## config.mk

```make
export PLATFORM = sky130hd
export DESIGN_NAME = ttxc_top
export DESIGN_NICKNAME = d
export VERILOG_FILES = /design/src/rtl/ttxc_pkg.sv /design/src/rtl/ttxc_burst_timer.sv /design/src/rtl/ttxc_top.sv
export VERILOG_INCLUDE_DIRS = /design/src /design/src/rtl
export SDC_FILE = /design/constraint.sdc
export NUM_CORES = 1
export LEC_CHECK = 0
export BUFFER_PORTS_ARGS = -buffer_cell sky130_fd_sc_hd__buf_2
export CORE_MARGIN = 1
export CORE_UTILIZATION = 30
export CTS_CLUSTER_DIAMETER = 150
export DETAILED_ROUTE_END_ITERATION = 10
export GPL_ROUTABILITY_DRIVEN = 0
export PLACE_DENSITY = 0.58
export RECOVER_POWER = 100
export SETUP_SLACK_MARGIN = 0.4
export SYNTH_ARGS = -nofsm -noshare
export SYNTH_HDL_FRONTEND = slang
export SYNTH_SLANG_ARGS = --single-unit
```

## constraint.sdc

```tcl
create_clock -name SYS_CLK_I -period 1.87 [get_ports SYS_CLK_I]
set_input_delay 0.0935 -clock SYS_CLK_I [delete_from_list [all_inputs] [get_ports SYS_CLK_I]]
set_output_delay 0.0935 -clock SYS_CLK_I [all_outputs]
set_load 0.005 [all_outputs]
```

## src/rtl/ttxc_params.svh

```systemverilog
// constants of the tone transceiver control block
`ifndef TTXC_PARAMS_SVH
`define TTXC_PARAMS_SVH

// ****************************************
// register select and reset values
// ****************************************
`define TTXC_RS_DATA 1'h0
`define TTXC_RS_CTRL 1'h1
`define TTXC_CRA_RST 4'h0
`define TTXC_CRB_RST 4'h0
`define TTXC_TX_RST 4'h0
`define TTXC_RX_RST 4'h0
`define TTXC_STAT_RST 4'h8

// ****************************************
// field positions
// ****************************************
`define TTXC_STAT_IRQ 0
`define TTXC_STAT_TXE 1
`define TTXC_STAT_RXF 2
`define TTXC_STAT_DST 3

// ****************************************
// input synchroniser bundle
// ****************************************
`define TTXC_SYNC_W 15
`define TTXC_SYNC_RST 15'h4000

// ****************************************
// burst timing, counted in crystal periods
// ****************************************
`define TTXC_BURST_MS 51
`define TTXC_XTAL_HZ 3579545
`define TTXC_BURST_XTAL_TICKS ((`TTXC_BURST_MS * `TTXC_XTAL_HZ) / 1000)
`define TTXC_TIMER_W 20

`endif

```

## src/rtl/ttxc_pkg.sv

```systemverilog
// types of the tone transceiver control block
package ttxc_pkg;

  // ****************************************
  // register access kinds
  // ****************************************
  typedef enum logic [1:0] {REG_TX_WR, REG_RX_RD, REG_CTL_WR, REG_STAT_RD} ttxc_reg_e;

  // ****************************************
  // burst sequencer phases
  // ****************************************
  typedef enum logic [1:0] {PH_IDLE, PH_BURST, PH_PAUSE} ttxc_phase_e;

  // ****************************************
  // control and status layouts
  // ****************************************
  typedef struct packed {
    logic second_control_select;
    logic irq_enable;
    logic call_progress_select;
    logic tone_output_enable;
  } ttxc_cra_s;

  typedef struct packed {
    logic column_select;
    logic single_tone;
    logic test_mode;
    logic burst_off;
  } ttxc_crb_s;

  typedef struct packed {
    logic delayed_steer;
    logic rx_full;
    logic tx_empty;
    logic irq;
  } ttxc_stat_s;

endpackage

```

## src/rtl/ttxc_burst_timer.sv

```systemverilog
// burst and pause sequencer counted in crystal periods
`timescale 1ns/1ps
`include "ttxc_params.svh"
module ttxc_burst_timer #(
  parameter int unsigned TICKS = `TTXC_BURST_XTAL_TICKS,
  parameter int unsigned CW = `TTXC_TIMER_W
) (
  // clock and reset
  input wire logic clk_i,
  input wire logic rst_n_i,
  // control
  input wire logic tick_i,
  input wire logic start_i,
  input wire logic double_i,
  input wire logic abort_i,
  // results
  output logic burst_o,
  output logic done_o
);

  ttxc_pkg::ttxc_phase_e phase_q;
  logic [CW-1:0] cnt_q;
  logic double_q;
  logic [CW-1:0] last;
  logic at_end;

  assign last = double_q ? CW'(2 * TICKS - 1) : CW'(TICKS - 1);
  assign at_end = tick_i && (cnt_q == last);

  // ****************************************
  // phase sequencing
  // ****************************************
  always_ff @(posedge clk_i or negedge rst_n_i) begin
    if (!rst_n_i) begin
      phase_q <= ttxc_pkg::PH_IDLE;
      cnt_q <= '0;
      double_q <= 1'b0;
      done_o <= 1'b0;
    end else begin
      done_o <= 1'b0;
      if (abort_i) begin
        phase_q <= ttxc_pkg::PH_IDLE;
        cnt_q <= '0;
      end else if (start_i) begin
        phase_q <= ttxc_pkg::PH_BURST;
        cnt_q <= '0;
        double_q <= double_i;
      end else if (tick_i) begin
        case (phase_q)
          ttxc_pkg::PH_BURST: begin
            cnt_q <= at_end ? '0 : cnt_q + 1'b1;
            if (at_end) begin
              phase_q <= ttxc_pkg::PH_PAUSE;
            end
          end
          ttxc_pkg::PH_PAUSE: begin
            cnt_q <= at_end ? '0 : cnt_q + 1'b1;
            if (at_end) begin
              phase_q <= ttxc_pkg::PH_IDLE;
              done_o <= 1'b1;
            end
          end
          default: cnt_q <= '0;
        endcase
      end
    end
  end

  assign burst_o = (phase_q == ttxc_pkg::PH_BURST);
endmodule

```

## src/rtl/ttxc_top.sv

```systemverilog
// ttxc_top: host registers and control of the tone signalling transceiver
// What this block does
// - burst and pause each last 51 ms in tone-pair burst timing
// - call-progress with burst timing doubles both to 102 ms, no decoding
// - reset clears both control registers: tone-pair mode, burst timing
// - select/direction pick transmit, receive, control or status
// - first control bit 3 sends only the next control write to second
// - first control bit 0 enables or silences the tone output
// - first control bit 1 picks tone-pair or call-progress mode
// - call-progress with interrupt enable puts the tone square wave on the pin
// - tone-pair interrupt pulls the pin on held pair or transmitter ready
// - burst timing: code write starts burst and pause, then ready flag
// - test mode puts inverted delayed steering on the pin; delayed steering only rises in tone-pair mode
// - second control bit 2 picks dual or single tone
// - second control bit 3 picks low group or high group single tone
// - status bit 0 set with bit 1 or 2, cleared by status read
// - status bit 1 set at pause end, cleared by read or no burst
// - status bit 2 set on new received code, cleared by read
// - status bit 3 set on tone absence, cleared on tone detection
// - receive code read only, transmit code write only
// - interrupt pin only pulls low or releases
// - transfers only under chip select, direction set by read/write
// - early steering follows the detector signal condition
// - transmit and receive share one 4-bit digit code
// - receive code latched on steering input rise in tone-pair mode, pin low on delayed steering with interrupt enable or in test mode
`timescale 1ns/1ps
`include "ttxc_params.svh"
module ttxc_top #(
  parameter int unsigned BURST_XTAL_TICKS = `TTXC_BURST_XTAL_TICKS
) (
  // clock and reset
  input wire logic SYS_CLK_I,
  input wire logic RSTN_I,
  // host bus
  input wire logic CS_N_I,
  input wire logic REGISTER_SELECT_LINE_I,
  input wire logic RW_I,
  input wire logic [3:0] DATA_I,
  output logic [3:0] DATA_O,
  output logic DATA_OE_O,
  // crystal oscillator
  input wire logic CRYSTAL_INPUT_I,
  // receiver front end
  input wire logic SIGNAL_VALID_I,
  input wire logic [3:0] DECODED_CODE_I,
  input wire logic CP_TONE_I,
  output logic EARLY_STEER_OUT_O,
  // steering input and guard time output
  input wire logic STEER_GUARD_PIN_I,
  output logic STEER_GUARD_PIN_O,
  output logic STEER_GUARD_PIN_OE_O,
  // interrupt and call progress pin, open drain
  output logic INTERRUPT_TONE_PIN_O,
  output logic INTERRUPT_TONE_PIN_OE_O,
  // tone generator control
  output logic TONE_ENABLE_O,
  output logic [3:0] TONE_CODE_O,
  output logic [1:0] TONE_GROUP_O,
  output logic DECODE_ENABLE_O
);

  // ****************************************
  // declarations
  // ****************************************
  localparam logic [`TTXC_SYNC_W-1:0] SYNC_RST = `TTXC_SYNC_RST;

  logic [`TTXC_SYNC_W-1:0] pins;
  logic [`TTXC_SYNC_W-1:0] sync1_q;
  logic [`TTXC_SYNC_W-1:0] sync2_q;
  logic cs_act, rs_s, rw_s, xtal_s, est_s, cptone_s, st_s;
  logic [3:0] data_s, code_s;
  logic cs_act_q, xtal_q, st_q;
  logic acc_begin, acc_end;
  ttxc_pkg::ttxc_reg_e acc_q;
  logic [3:0] wr_data_q;
  logic [3:0] snap_q;
  ttxc_pkg::ttxc_cra_s cra_q;
  ttxc_pkg::ttxc_crb_s crb_q;
  logic to_second_q;
  logic [3:0] tx_code_q;
  logic [3:0] rx_code_q;
  ttxc_pkg::ttxc_stat_s stat_q;
  ttxc_pkg::ttxc_stat_s stat_d;
  logic dly_q;
  logic tx_wr, ctl_wr, stat_rd;
  logic xtal_tick, steer_rise, burst_mode;
  logic tmr_burst, tmr_done;
  logic pull_d;

  // ****************************************
  // register access decode
  // ****************************************
  function automatic ttxc_pkg::ttxc_reg_e reg_decode(input logic rs, input logic rw);
    ttxc_pkg::ttxc_reg_e r;
    r = ttxc_pkg::REG_TX_WR;
    if (rs == `TTXC_RS_DATA) begin
      r = rw ? ttxc_pkg::REG_RX_RD : ttxc_pkg::REG_TX_WR;
    end else begin
      r = rw ? ttxc_pkg::REG_STAT_RD : ttxc_pkg::REG_CTL_WR;
    end
    return r;
  endfunction

  // ****************************************
  // input synchronisers
  // ****************************************
  assign pins = {CS_N_I, REGISTER_SELECT_LINE_I, RW_I, DATA_I, CRYSTAL_INPUT_I,
                 SIGNAL_VALID_I, DECODED_CODE_I, CP_TONE_I, STEER_GUARD_PIN_I};

  genvar gi;
  generate
    for (gi = 0; gi < `TTXC_SYNC_W; gi = gi + 1) begin : g_sync
      always_ff @(posedge SYS_CLK_I or negedge RSTN_I) begin
        if (!RSTN_I) begin
          sync1_q[gi] <= SYNC_RST[gi];
          sync2_q[gi] <= SYNC_RST[gi];
        end else begin
          sync1_q[gi] <= pins[gi];
          sync2_q[gi] <= sync1_q[gi];
        end
      end
    end
  endgenerate

  assign cs_act = ~sync2_q[14];
  assign rs_s = sync2_q[13];
  assign rw_s = sync2_q[12];
  assign data_s = sync2_q[11:8];
  assign xtal_s = sync2_q[7];
  assign est_s = sync2_q[6];
  assign code_s = sync2_q[5:2];
  assign cptone_s = sync2_q[1];
  assign st_s = sync2_q[0];

  // ****************************************
  // edge detection
  // ****************************************
  always_ff @(posedge SYS_CLK_I or negedge RSTN_I) begin
    if (!RSTN_I) begin
      cs_act_q <= 1'b0;
      xtal_q <= 1'b0;
      st_q <= 1'b0;
    end else begin
      cs_act_q <= cs_act;
      xtal_q <= xtal_s;
      st_q <= st_s;
    end
  end

  assign acc_begin = cs_act && !cs_act_q;
  assign acc_end = !cs_act && cs_act_q;
  assign xtal_tick = xtal_s && !xtal_q;
  assign steer_rise = st_s && !st_q && !cra_q.call_progress_select;
  assign tx_wr = acc_end && (acc_q == ttxc_pkg::REG_TX_WR);
  assign ctl_wr = acc_end && (acc_q == ttxc_pkg::REG_CTL_WR);
  assign stat_rd = acc_end && (acc_q == ttxc_pkg::REG_STAT_RD);
  assign burst_mode = !crb_q.burst_off;

  // ****************************************
  // bus access and read data
  // ****************************************
  always_ff @(posedge SYS_CLK_I or negedge RSTN_I) begin
    if (!RSTN_I) begin
      acc_q <= ttxc_pkg::REG_TX_WR;
      wr_data_q <= 4'h0;
      snap_q <= 4'h0;
      DATA_O <= 4'h0;
      DATA_OE_O <= 1'b0;
    end else begin
      if (acc_begin) begin
        acc_q <= reg_decode(rs_s, rw_s);
        case (reg_decode(rs_s, rw_s))
          ttxc_pkg::REG_RX_RD: DATA_O <= rx_code_q;
          ttxc_pkg::REG_STAT_RD: DATA_O <= stat_q;
          default: DATA_O <= 4'h0;
        endcase
        snap_q <= (reg_decode(rs_s, rw_s) == ttxc_pkg::REG_STAT_RD) ? stat_q : 4'h0;
      end
      if (cs_act) begin
        wr_data_q <= data_s;
      end
      DATA_OE_O <= cs_act && rw_s;
    end
  end

  // ****************************************
  // transmit code and control registers
  // ****************************************
  always_ff @(posedge SYS_CLK_I or negedge RSTN_I) begin
    if (!RSTN_I) begin
      tx_code_q <= `TTXC_TX_RST;
      cra_q <= `TTXC_CRA_RST;
      crb_q <= `TTXC_CRB_RST;
      to_second_q <= 1'b0;
    end else begin
      if (tx_wr) begin
        tx_code_q <= wr_data_q;
      end
      if (ctl_wr) begin
        if (to_second_q) begin
          crb_q <= wr_data_q;
          to_second_q <= 1'b0;
        end else begin
          cra_q <= wr_data_q;
          to_second_q <= wr_data_q[3];
        end
      end
    end
  end

  // ****************************************
  // receive latch and delayed steering
  // ****************************************
  always_ff @(posedge SYS_CLK_I or negedge RSTN_I) begin
    if (!RSTN_I) begin
      rx_code_q <= `TTXC_RX_RST;
      dly_q <= 1'b0;
    end else begin
      if (steer_rise) begin
        rx_code_q <= code_s;
      end
      if (!st_s) begin
        dly_q <= 1'b0;
      end else if (st_q && !cra_q.call_progress_select) begin
        dly_q <= 1'b1;
      end
    end
  end

  // ****************************************
  // status flags, set wins over read clear
  // ****************************************
  always_comb begin
    stat_d = stat_q;
    if (stat_rd) begin
      stat_d.tx_empty = stat_q.tx_empty & ~snap_q[`TTXC_STAT_TXE];
      stat_d.rx_full = stat_q.rx_full & ~snap_q[`TTXC_STAT_RXF];
      stat_d.irq = stat_q.irq & ~snap_q[`TTXC_STAT_IRQ];
    end
    if (!burst_mode) begin
      stat_d.tx_empty = 1'b0;
    end else if (tmr_done) begin
      stat_d.tx_empty = 1'b1;
    end
    if (steer_rise) begin
      stat_d.rx_full = 1'b1;
    end
    if (stat_d.tx_empty || stat_d.rx_full) begin
      stat_d.irq = 1'b1;
    end
    stat_d.delayed_steer = ~dly_q;
  end

  always_ff @(posedge SYS_CLK_I or negedge RSTN_I) begin
    if (!RSTN_I) begin
      stat_q <= `TTXC_STAT_RST;
    end else begin
      stat_q <= stat_d;
    end
  end

  // ****************************************
  // burst sequencer
  // ****************************************
  ttxc_burst_timer #(
    .TICKS(BURST_XTAL_TICKS),
    .CW(`TTXC_TIMER_W)
  ) u_timer (
    .clk_i(SYS_CLK_I),
    .rst_n_i(RSTN_I),
    .tick_i(xtal_tick),
    .start_i(tx_wr && burst_mode),
    .double_i(cra_q.call_progress_select),
    .abort_i(!burst_mode),
    .burst_o(tmr_burst),
    .done_o(tmr_done)
  );

  // ****************************************
  // shared interrupt pin
  // ****************************************
  always_comb begin
    if (crb_q.test_mode) begin
      pull_d = dly_q;
    end else if (cra_q.call_progress_select) begin
      pull_d = cra_q.irq_enable && !cptone_s;
    end else begin
      pull_d = cra_q.irq_enable && (dly_q || stat_q.tx_empty);
    end
  end

  // ****************************************
  // output flops
  // ****************************************
  always_ff @(posedge SYS_CLK_I or negedge RSTN_I) begin
    if (!RSTN_I) begin
      INTERRUPT_TONE_PIN_O <= 1'b0;
      INTERRUPT_TONE_PIN_OE_O <= 1'b0;
      EARLY_STEER_OUT_O <= 1'b0;
      STEER_GUARD_PIN_O <= 1'b0;
      STEER_GUARD_PIN_OE_O <= 1'b0;
      TONE_ENABLE_O <= 1'b0;
      TONE_CODE_O <= `TTXC_TX_RST;
      TONE_GROUP_O <= 2'h3;
      DECODE_ENABLE_O <= 1'b1;
    end else begin
      INTERRUPT_TONE_PIN_O <= 1'b0;
      INTERRUPT_TONE_PIN_OE_O <= pull_d;
      EARLY_STEER_OUT_O <= est_s;
      STEER_GUARD_PIN_O <= est_s;
      STEER_GUARD_PIN_OE_O <= st_s;
      TONE_ENABLE_O <= cra_q.tone_output_enable && (crb_q.burst_off || tmr_burst);
      TONE_CODE_O <= tx_code_q;
      if (crb_q.single_tone) begin
        TONE_GROUP_O <= crb_q.column_select ? 2'h2 : 2'h1;
      end else begin
        TONE_GROUP_O <= 2'h3;
      end
      DECODE_ENABLE_O <= !cra_q.call_progress_select;
    end
  end
endmodule
```

* Yosys cells after proc, flatten, opt, wreduce, memory -nomap -nowiden
Index checks and enable logic that the tools add are counted.
Word-level totals: word-level logic and storage cells 152, input bits 17, output and inout port bits 18, bits in registers 102
Cells by class: add/subtract/negate cells 1, mux-type cells 35, equal/unequal tests 10, bitwise logic cells 10, reductions and logical operators 33
Operators by type and width (number):
- 20-bit 2-to-1 mux | 5
- 20-bit by 1-bit adder with 20-bit output (second input constant) | 1
- 20-bit equality test | 1
- 19-bit 2-to-1 mux | 1
- 2-bit 2-to-1 mux | 9
- 1-bit 2-to-1 mux | 16
- 1-bit logical AND | 15
- 2-bit equality test (second input constant) | 4
- 4-bit by 2-bit inequality test with 1-bit output (second input constant) | 2
- 4-bit case mux with 2 select lines | 1
- 1-bit inverter | 7
- 1-bit zero test | 6
- 3-bit 2-to-1 mux | 2
- 2-bit AND reduction | 3
- 2-bit by 1-bit equality test with 1-bit output (second input constant) | 2
- 2-bit case mux with 2 select lines | 1
- 4-bit AND reduction | 1
- 4-bit nonzero test | 1
- 1-bit bitwise AND | 3
- 1-bit logical OR | 3
- 3-bit nonzero test | 1
- 2-bit zero test | 1
- 2-bit by 1-bit inequality test with 1-bit output (second input constant) | 1
- 2-bit nonzero test | 1
- 2-bit OR reduction | 1

* Longest topological paths before layout
depth after elaboration 8, mapped depth 6, depth with buffers taken out 5

* Modules after synthesis
From an unflattened synthesis, not the netlist that was laid out.
Second synthesis, totals: cell total of the unflattened synthesis 301, area, all modules 3945.0 µm²
By module, submodules not included:
- ttxc_top | times used 1, cells each 163, area each 2539.9 µm², seq. area each 1959.4 µm²
- ttxc_burst_timer | times used 1, cells each 138, area each 1405.1 µm², seq. area each 600.6 µm²

* Worst setup path before layout
OpenSTA, ideal clock, no wires.
kind register -> register, start point register sync2_q[14], end point register u_timer.cnt_q[19], required time 1.776 ns, arrival 1.674 ns, setup slack 0.102 ns, period minus slack after synthesis 1.768 ns, setup time 0.094 ns, stages on the path, launching flop included 6, buffers on the path 1, cells stage by stage dfstp_2 -> and4bb_1 -> buf_6 -> o311ai_4 -> or4_1 -> a211oi_1
Between the ends: word-level cells in the longest chain between the ends 5, elaborated cells on any way between the ends 6, those cells by class mux: 2; reduce/logical: 4
RTL lines:
- start: declaration | line ttxc_top.sv:69 | logic [`TTXC_SYNC_W-1:0] sync2_q;
- start signal: indexed assignment | line ttxc_top.sv:116 | sync2_q[gi] <= SYNC_RST[gi];
- start signal: indexed assignment | line ttxc_top.sv:119 | sync2_q[gi] <= sync1_q[gi];
- 1-bit logical AND (*) | line ttxc_top.sv:151 | assign acc_end = !cs_act && cs_act_q;
- 1-bit logical AND (*) | line ttxc_top.sv:154 | assign tx_wr = acc_end && (acc_q == ttxc_pkg::REG_TX_WR);
- 1-bit logical AND (*) | line ttxc_top.sv:272 | .start_i(tx_wr && burst_mode),
- 20-bit 2-to-1 mux | line ttxc_burst_timer.sv:44 | end else if (start_i) begin
- 20-bit 2-to-1 mux | line ttxc_burst_timer.sv:41 | if (abort_i) begin
- end signal: assignment | line ttxc_burst_timer.sv:51 | cnt_q <= at_end ? '0 : cnt_q + 1'b1;
- end signal: assignment | line ttxc_burst_timer.sv:57 | cnt_q <= at_end ? '0 : cnt_q + 1'b1;
- end: declaration | line ttxc_burst_timer.sv:22 | logic [CW-1:0] cnt_q;
Mark *: on every way between the ends. The rest lies on a longest branch, timed or not. A chain may end at the register's enable or synchronous reset.

* Worst setup path in the final report
start point register sync2_q[14], end point register u_timer.cnt_q[15]
The elaborated chain is that of the path after synthesis.

==> reports/metrics.yaml <==
drt-met1-wl_mm: 4.02
htreeDepth: 3
layout-drive-gt1-share_pct: 40.9
r2r_end: "u_timer.cnt_q[15]$_DFFE_PN0N_"
reg2reg_depth: 5
die-area_mm2: 0.0140
p_leak_nw: 2.37
grt_max_degree: 43
largest_reg_flops: 20
rows: 42
synth_commonest_cells: "dfrtp_1, nand2_1, mux2_2"
post-route-drc-count: 0
syn_area_mm2: 0.00406
core_mm2: 0.0132
via_per_inst: 4.94
clk_path_buf_depth: 2
syn_inst: 323
reg_top3: "u_timer.cnt_q x20, sync1_q x15"
crit_fanout: 6
peakVddDrop_uv: 863
finalHoldViolCount: 0
final-setup-viol-count: 0
numCtsBuffers: 9
critical-path-top-delay-family: "simple AND/OR/NAND/NOR gates"
wl_met2_mm: 4.84
r2r_start: "sync2_q[14]$_DFF_PN1_"
ioPinCount: 35
yosysSeqAreaShare_pct: 63.1
io_buffers: 33
critPathKind: "flip-flop to flip-flop"
start_util_pct: 30.7
hold_path.class: "flip-flop to flip-flop"
yosysUniqueCellTypes: 55
synth_warnings: 0
yosysTopAreaCell: "dfrtp_1"
regToRegSetupSlack_ns: 0.05
fin_ws_ns: 0.0519
fin_crit_sh_pct: 97.2
cp-end-kind: "flip-flop"
hold_end: "rs_s$_DFF_PN0_"
slew_violations: 0
die_x_um: 118
root_buffer: "clkbuf_16"
p_per_area_mw_per_mm2: 1010
worstHoldStart: "sync1_q[13]$_DFF_PN0_"
synthArstFlopShare_pct: 100
status: "complete, no violations"
top_register: "u_timer.cnt_q"
hold_depth: 0
clock_sinks: 102
dpl.hpwl_mm: 5.54
slowest_stage: "dfstp_2"
clkLatencyLatePin_ns: 0.35
cap_viol_max_count: 0
antenna_found_initial: 0
cp-start-kind: "flip-flop"
avgSynthCellArea_um2: 12.6
yosys.cell_count.top_type: "dfrtp_1"
worst_pin_slew_ns: 1.10
rsz0062_at_grt: "true"
drtIter0Drc: 135
synth_edf_count: 0
grt_pass1_vias: 3054
num_antenna_cells: 0
cp.required_ns: 2.14
synth.net_count: 343
wl_met3_um: 361
grt_usage_pct: 13.7
grt_first_pass_wirelength_mm: 15.1
overflow: 0
synth_seq_cells: 102
worstPathArrival_ns: 2.09
die_height_um: 118
skew_ns: 0.00757
crit_path_cell_trace: "and4bb_2, o311ai_4, buf_4, or4_4, a211oi_2"
preCtsSetupSlack_ns: -0.0179
finalCriticalPeriod_ns: 1.82
fmax_ghz: 0.550
topRoutingLayerUsed: "met4"
finalNonFillerCells: 599
cts_tree: "done"
slew_headroom_pct: 26.3
critPathMaxStageDelay_ns: 0.53
fillers: 1240
final_cell_area_mm2: 0.00557
synth_top_flop_cell: "dfrtp_1"
first_pass_iters: 4
routed_wirelength_mm: 9.32
dpl_cell_area_mm2: 0.00456
placed_cells: 536
nets: 438
post_drt_wl_per_cell_um: 15.6
via_count: 2960
syn_to_final_growth_pct: 37.3
synth.area.top_cells: "dfrtp_1, mux2_2, dfstp_2"
worst-path-buf-inv: 1
clk_transition_reported_paths_ns: 0.07
postRouteAntennaNets: 0
synth_top_area_share_pct: 59.2
-- logic make-up (layout without fill, tap and decap cells) --
logic type / count (synthesis) / after routing / synth area share, %
AOI/OAI and AO/OA: 63 / 63 / 11.1
xor gates and xnor gates: 1 / 1 / 0.216
adders and majority gates: 3 / 3 / 0.925
buffers and inverters: 23 / 123 / 2.83
DFF: 102 / 102 / 63.1
muxes: 24 / 24 / 6.47
other: 1 / 1 / 0.0924
and+or+nand+nor: 106 / 106 / 15.3
-- placed cells by master, fill, tap and decap left out, types with 3 or more instances in the layout --
cell / netlist / routed
clkbuf_16: 0 / 10
or4_1: 6 / 5
nand3_1: 11 / 11
buf_6: 2 / 9
a21oi_1: 6 / 6
nor3_1: 5 / 4
dfstp_2: 6 / 6
o31ai_2: 1 / 3
a211oi_2: 0 / 13
clkbuf_1: 6 / 9
nand4_1: 4 / 4
inv_1: 7 / 7
buf_4: 2 / 33
or3_4: 0 / 3
mux2i_1: 6 / 5
o21ai_0: 17 / 14
nand2_1: 29 / 27
o31ai_1: 6 / 4
dfrtp_1: 96 / 87
and4_1: 5 / 5
buf_2: 3 / 26
dlygate4sd3_1: 0 / 16
or3_1: 8 / 5
and3_1: 6 / 5
a22o_1: 3 / 3
mux2_2: 18 / 18
nor2_1: 7 / 6
dfrtp_2: 0 / 9
-- routing by layer --
layer / vias up / global-route usage [%]
li1: 1379 / -
met1: 1502 / 16.3
met2: 68 / 23.8
met3: 11 / 4.01
met4: 0 / 3.85
met5: - / 0
-- metrics by stage --
stage               power (mW)  util [%]  hold WS (ns)  TNS [ns]
floorplan                 3.24         -        -0.202         0
global placement          3.61      34.5         0.123         0
detailed placement        3.65      34.5         0.132   -0.0179
CTS                       5.56      39.4         0.304         0
global route              5.92      42.1         0.361    -0.308
finish                    5.66      42.1         0.349         0
-- timing repair --
action	in CTS	in global routing
hold endpoints to repair	53	0
setup buffers	11	18
setup endpoints to repair	35	35
pin swaps	10	24
cloned	0	2
resized for setup	26	52
hold buffers	16	0
-- cell type report --
cell class	count	area, um^2	area share [%]
clock inverter	5	41.3	0.741
timing repair buffer	100	758	13.6
multi-input combinational	198	1700	30.6
tap	176	220	3.95
sequential	102	2570	46.1
clock buffer	11	253	4.54
inverter	7	26.3	0.471
-- power by group --
| group | total, mW | internal, mW | switching (mW) | leakage (nW) |
|---|---|---|---|---|
| clock | 1.84 | 0.990 | 0.847 | 0.144 |
| sequential | 2.81 | 2.56 | 0.252 | 1.24 |
| combinational | 1.00 | 0.525 | 0.480 | 0.980 |
| total | 5.66 | 4.08 | 1.58 | 2.37 |
-- worst max-delay path by stage --
stage / start / end / slack (ns) / depth (start not counted)
after floorplan: sync2_q[14]$_DFF_PN1_ / u_timer.cnt_q[17]$_DFFE_PN0N_ / 0.17 / 6
after detailed placement: sync2_q[14]$_DFF_PN1_ / u_timer.cnt_q[18]$_DFFE_PN0N_ / -0.02 / 4
after global placement: sync2_q[14]$_DFF_PN1_ / u_timer.cnt_q[19]$_DFFE_PN0N_ / 0.08 / 4
after global routing: u_timer.cnt_q[1]$_DFFE_PN0N_ / u_timer.cnt_q[17]$_DFFE_PN0N_ / -0.04 / 7
final: sync2_q[14]$_DFF_PN1_ / u_timer.cnt_q[15]$_DFFE_PN0N_ / 0.05 / 5
after CTS: sync2_q[14]$_DFF_PN1_ / u_timer.cnt_q[15]$_DFFE_PN0N_ / 0.06 / 5
Power figures use the tool's default switching activity.
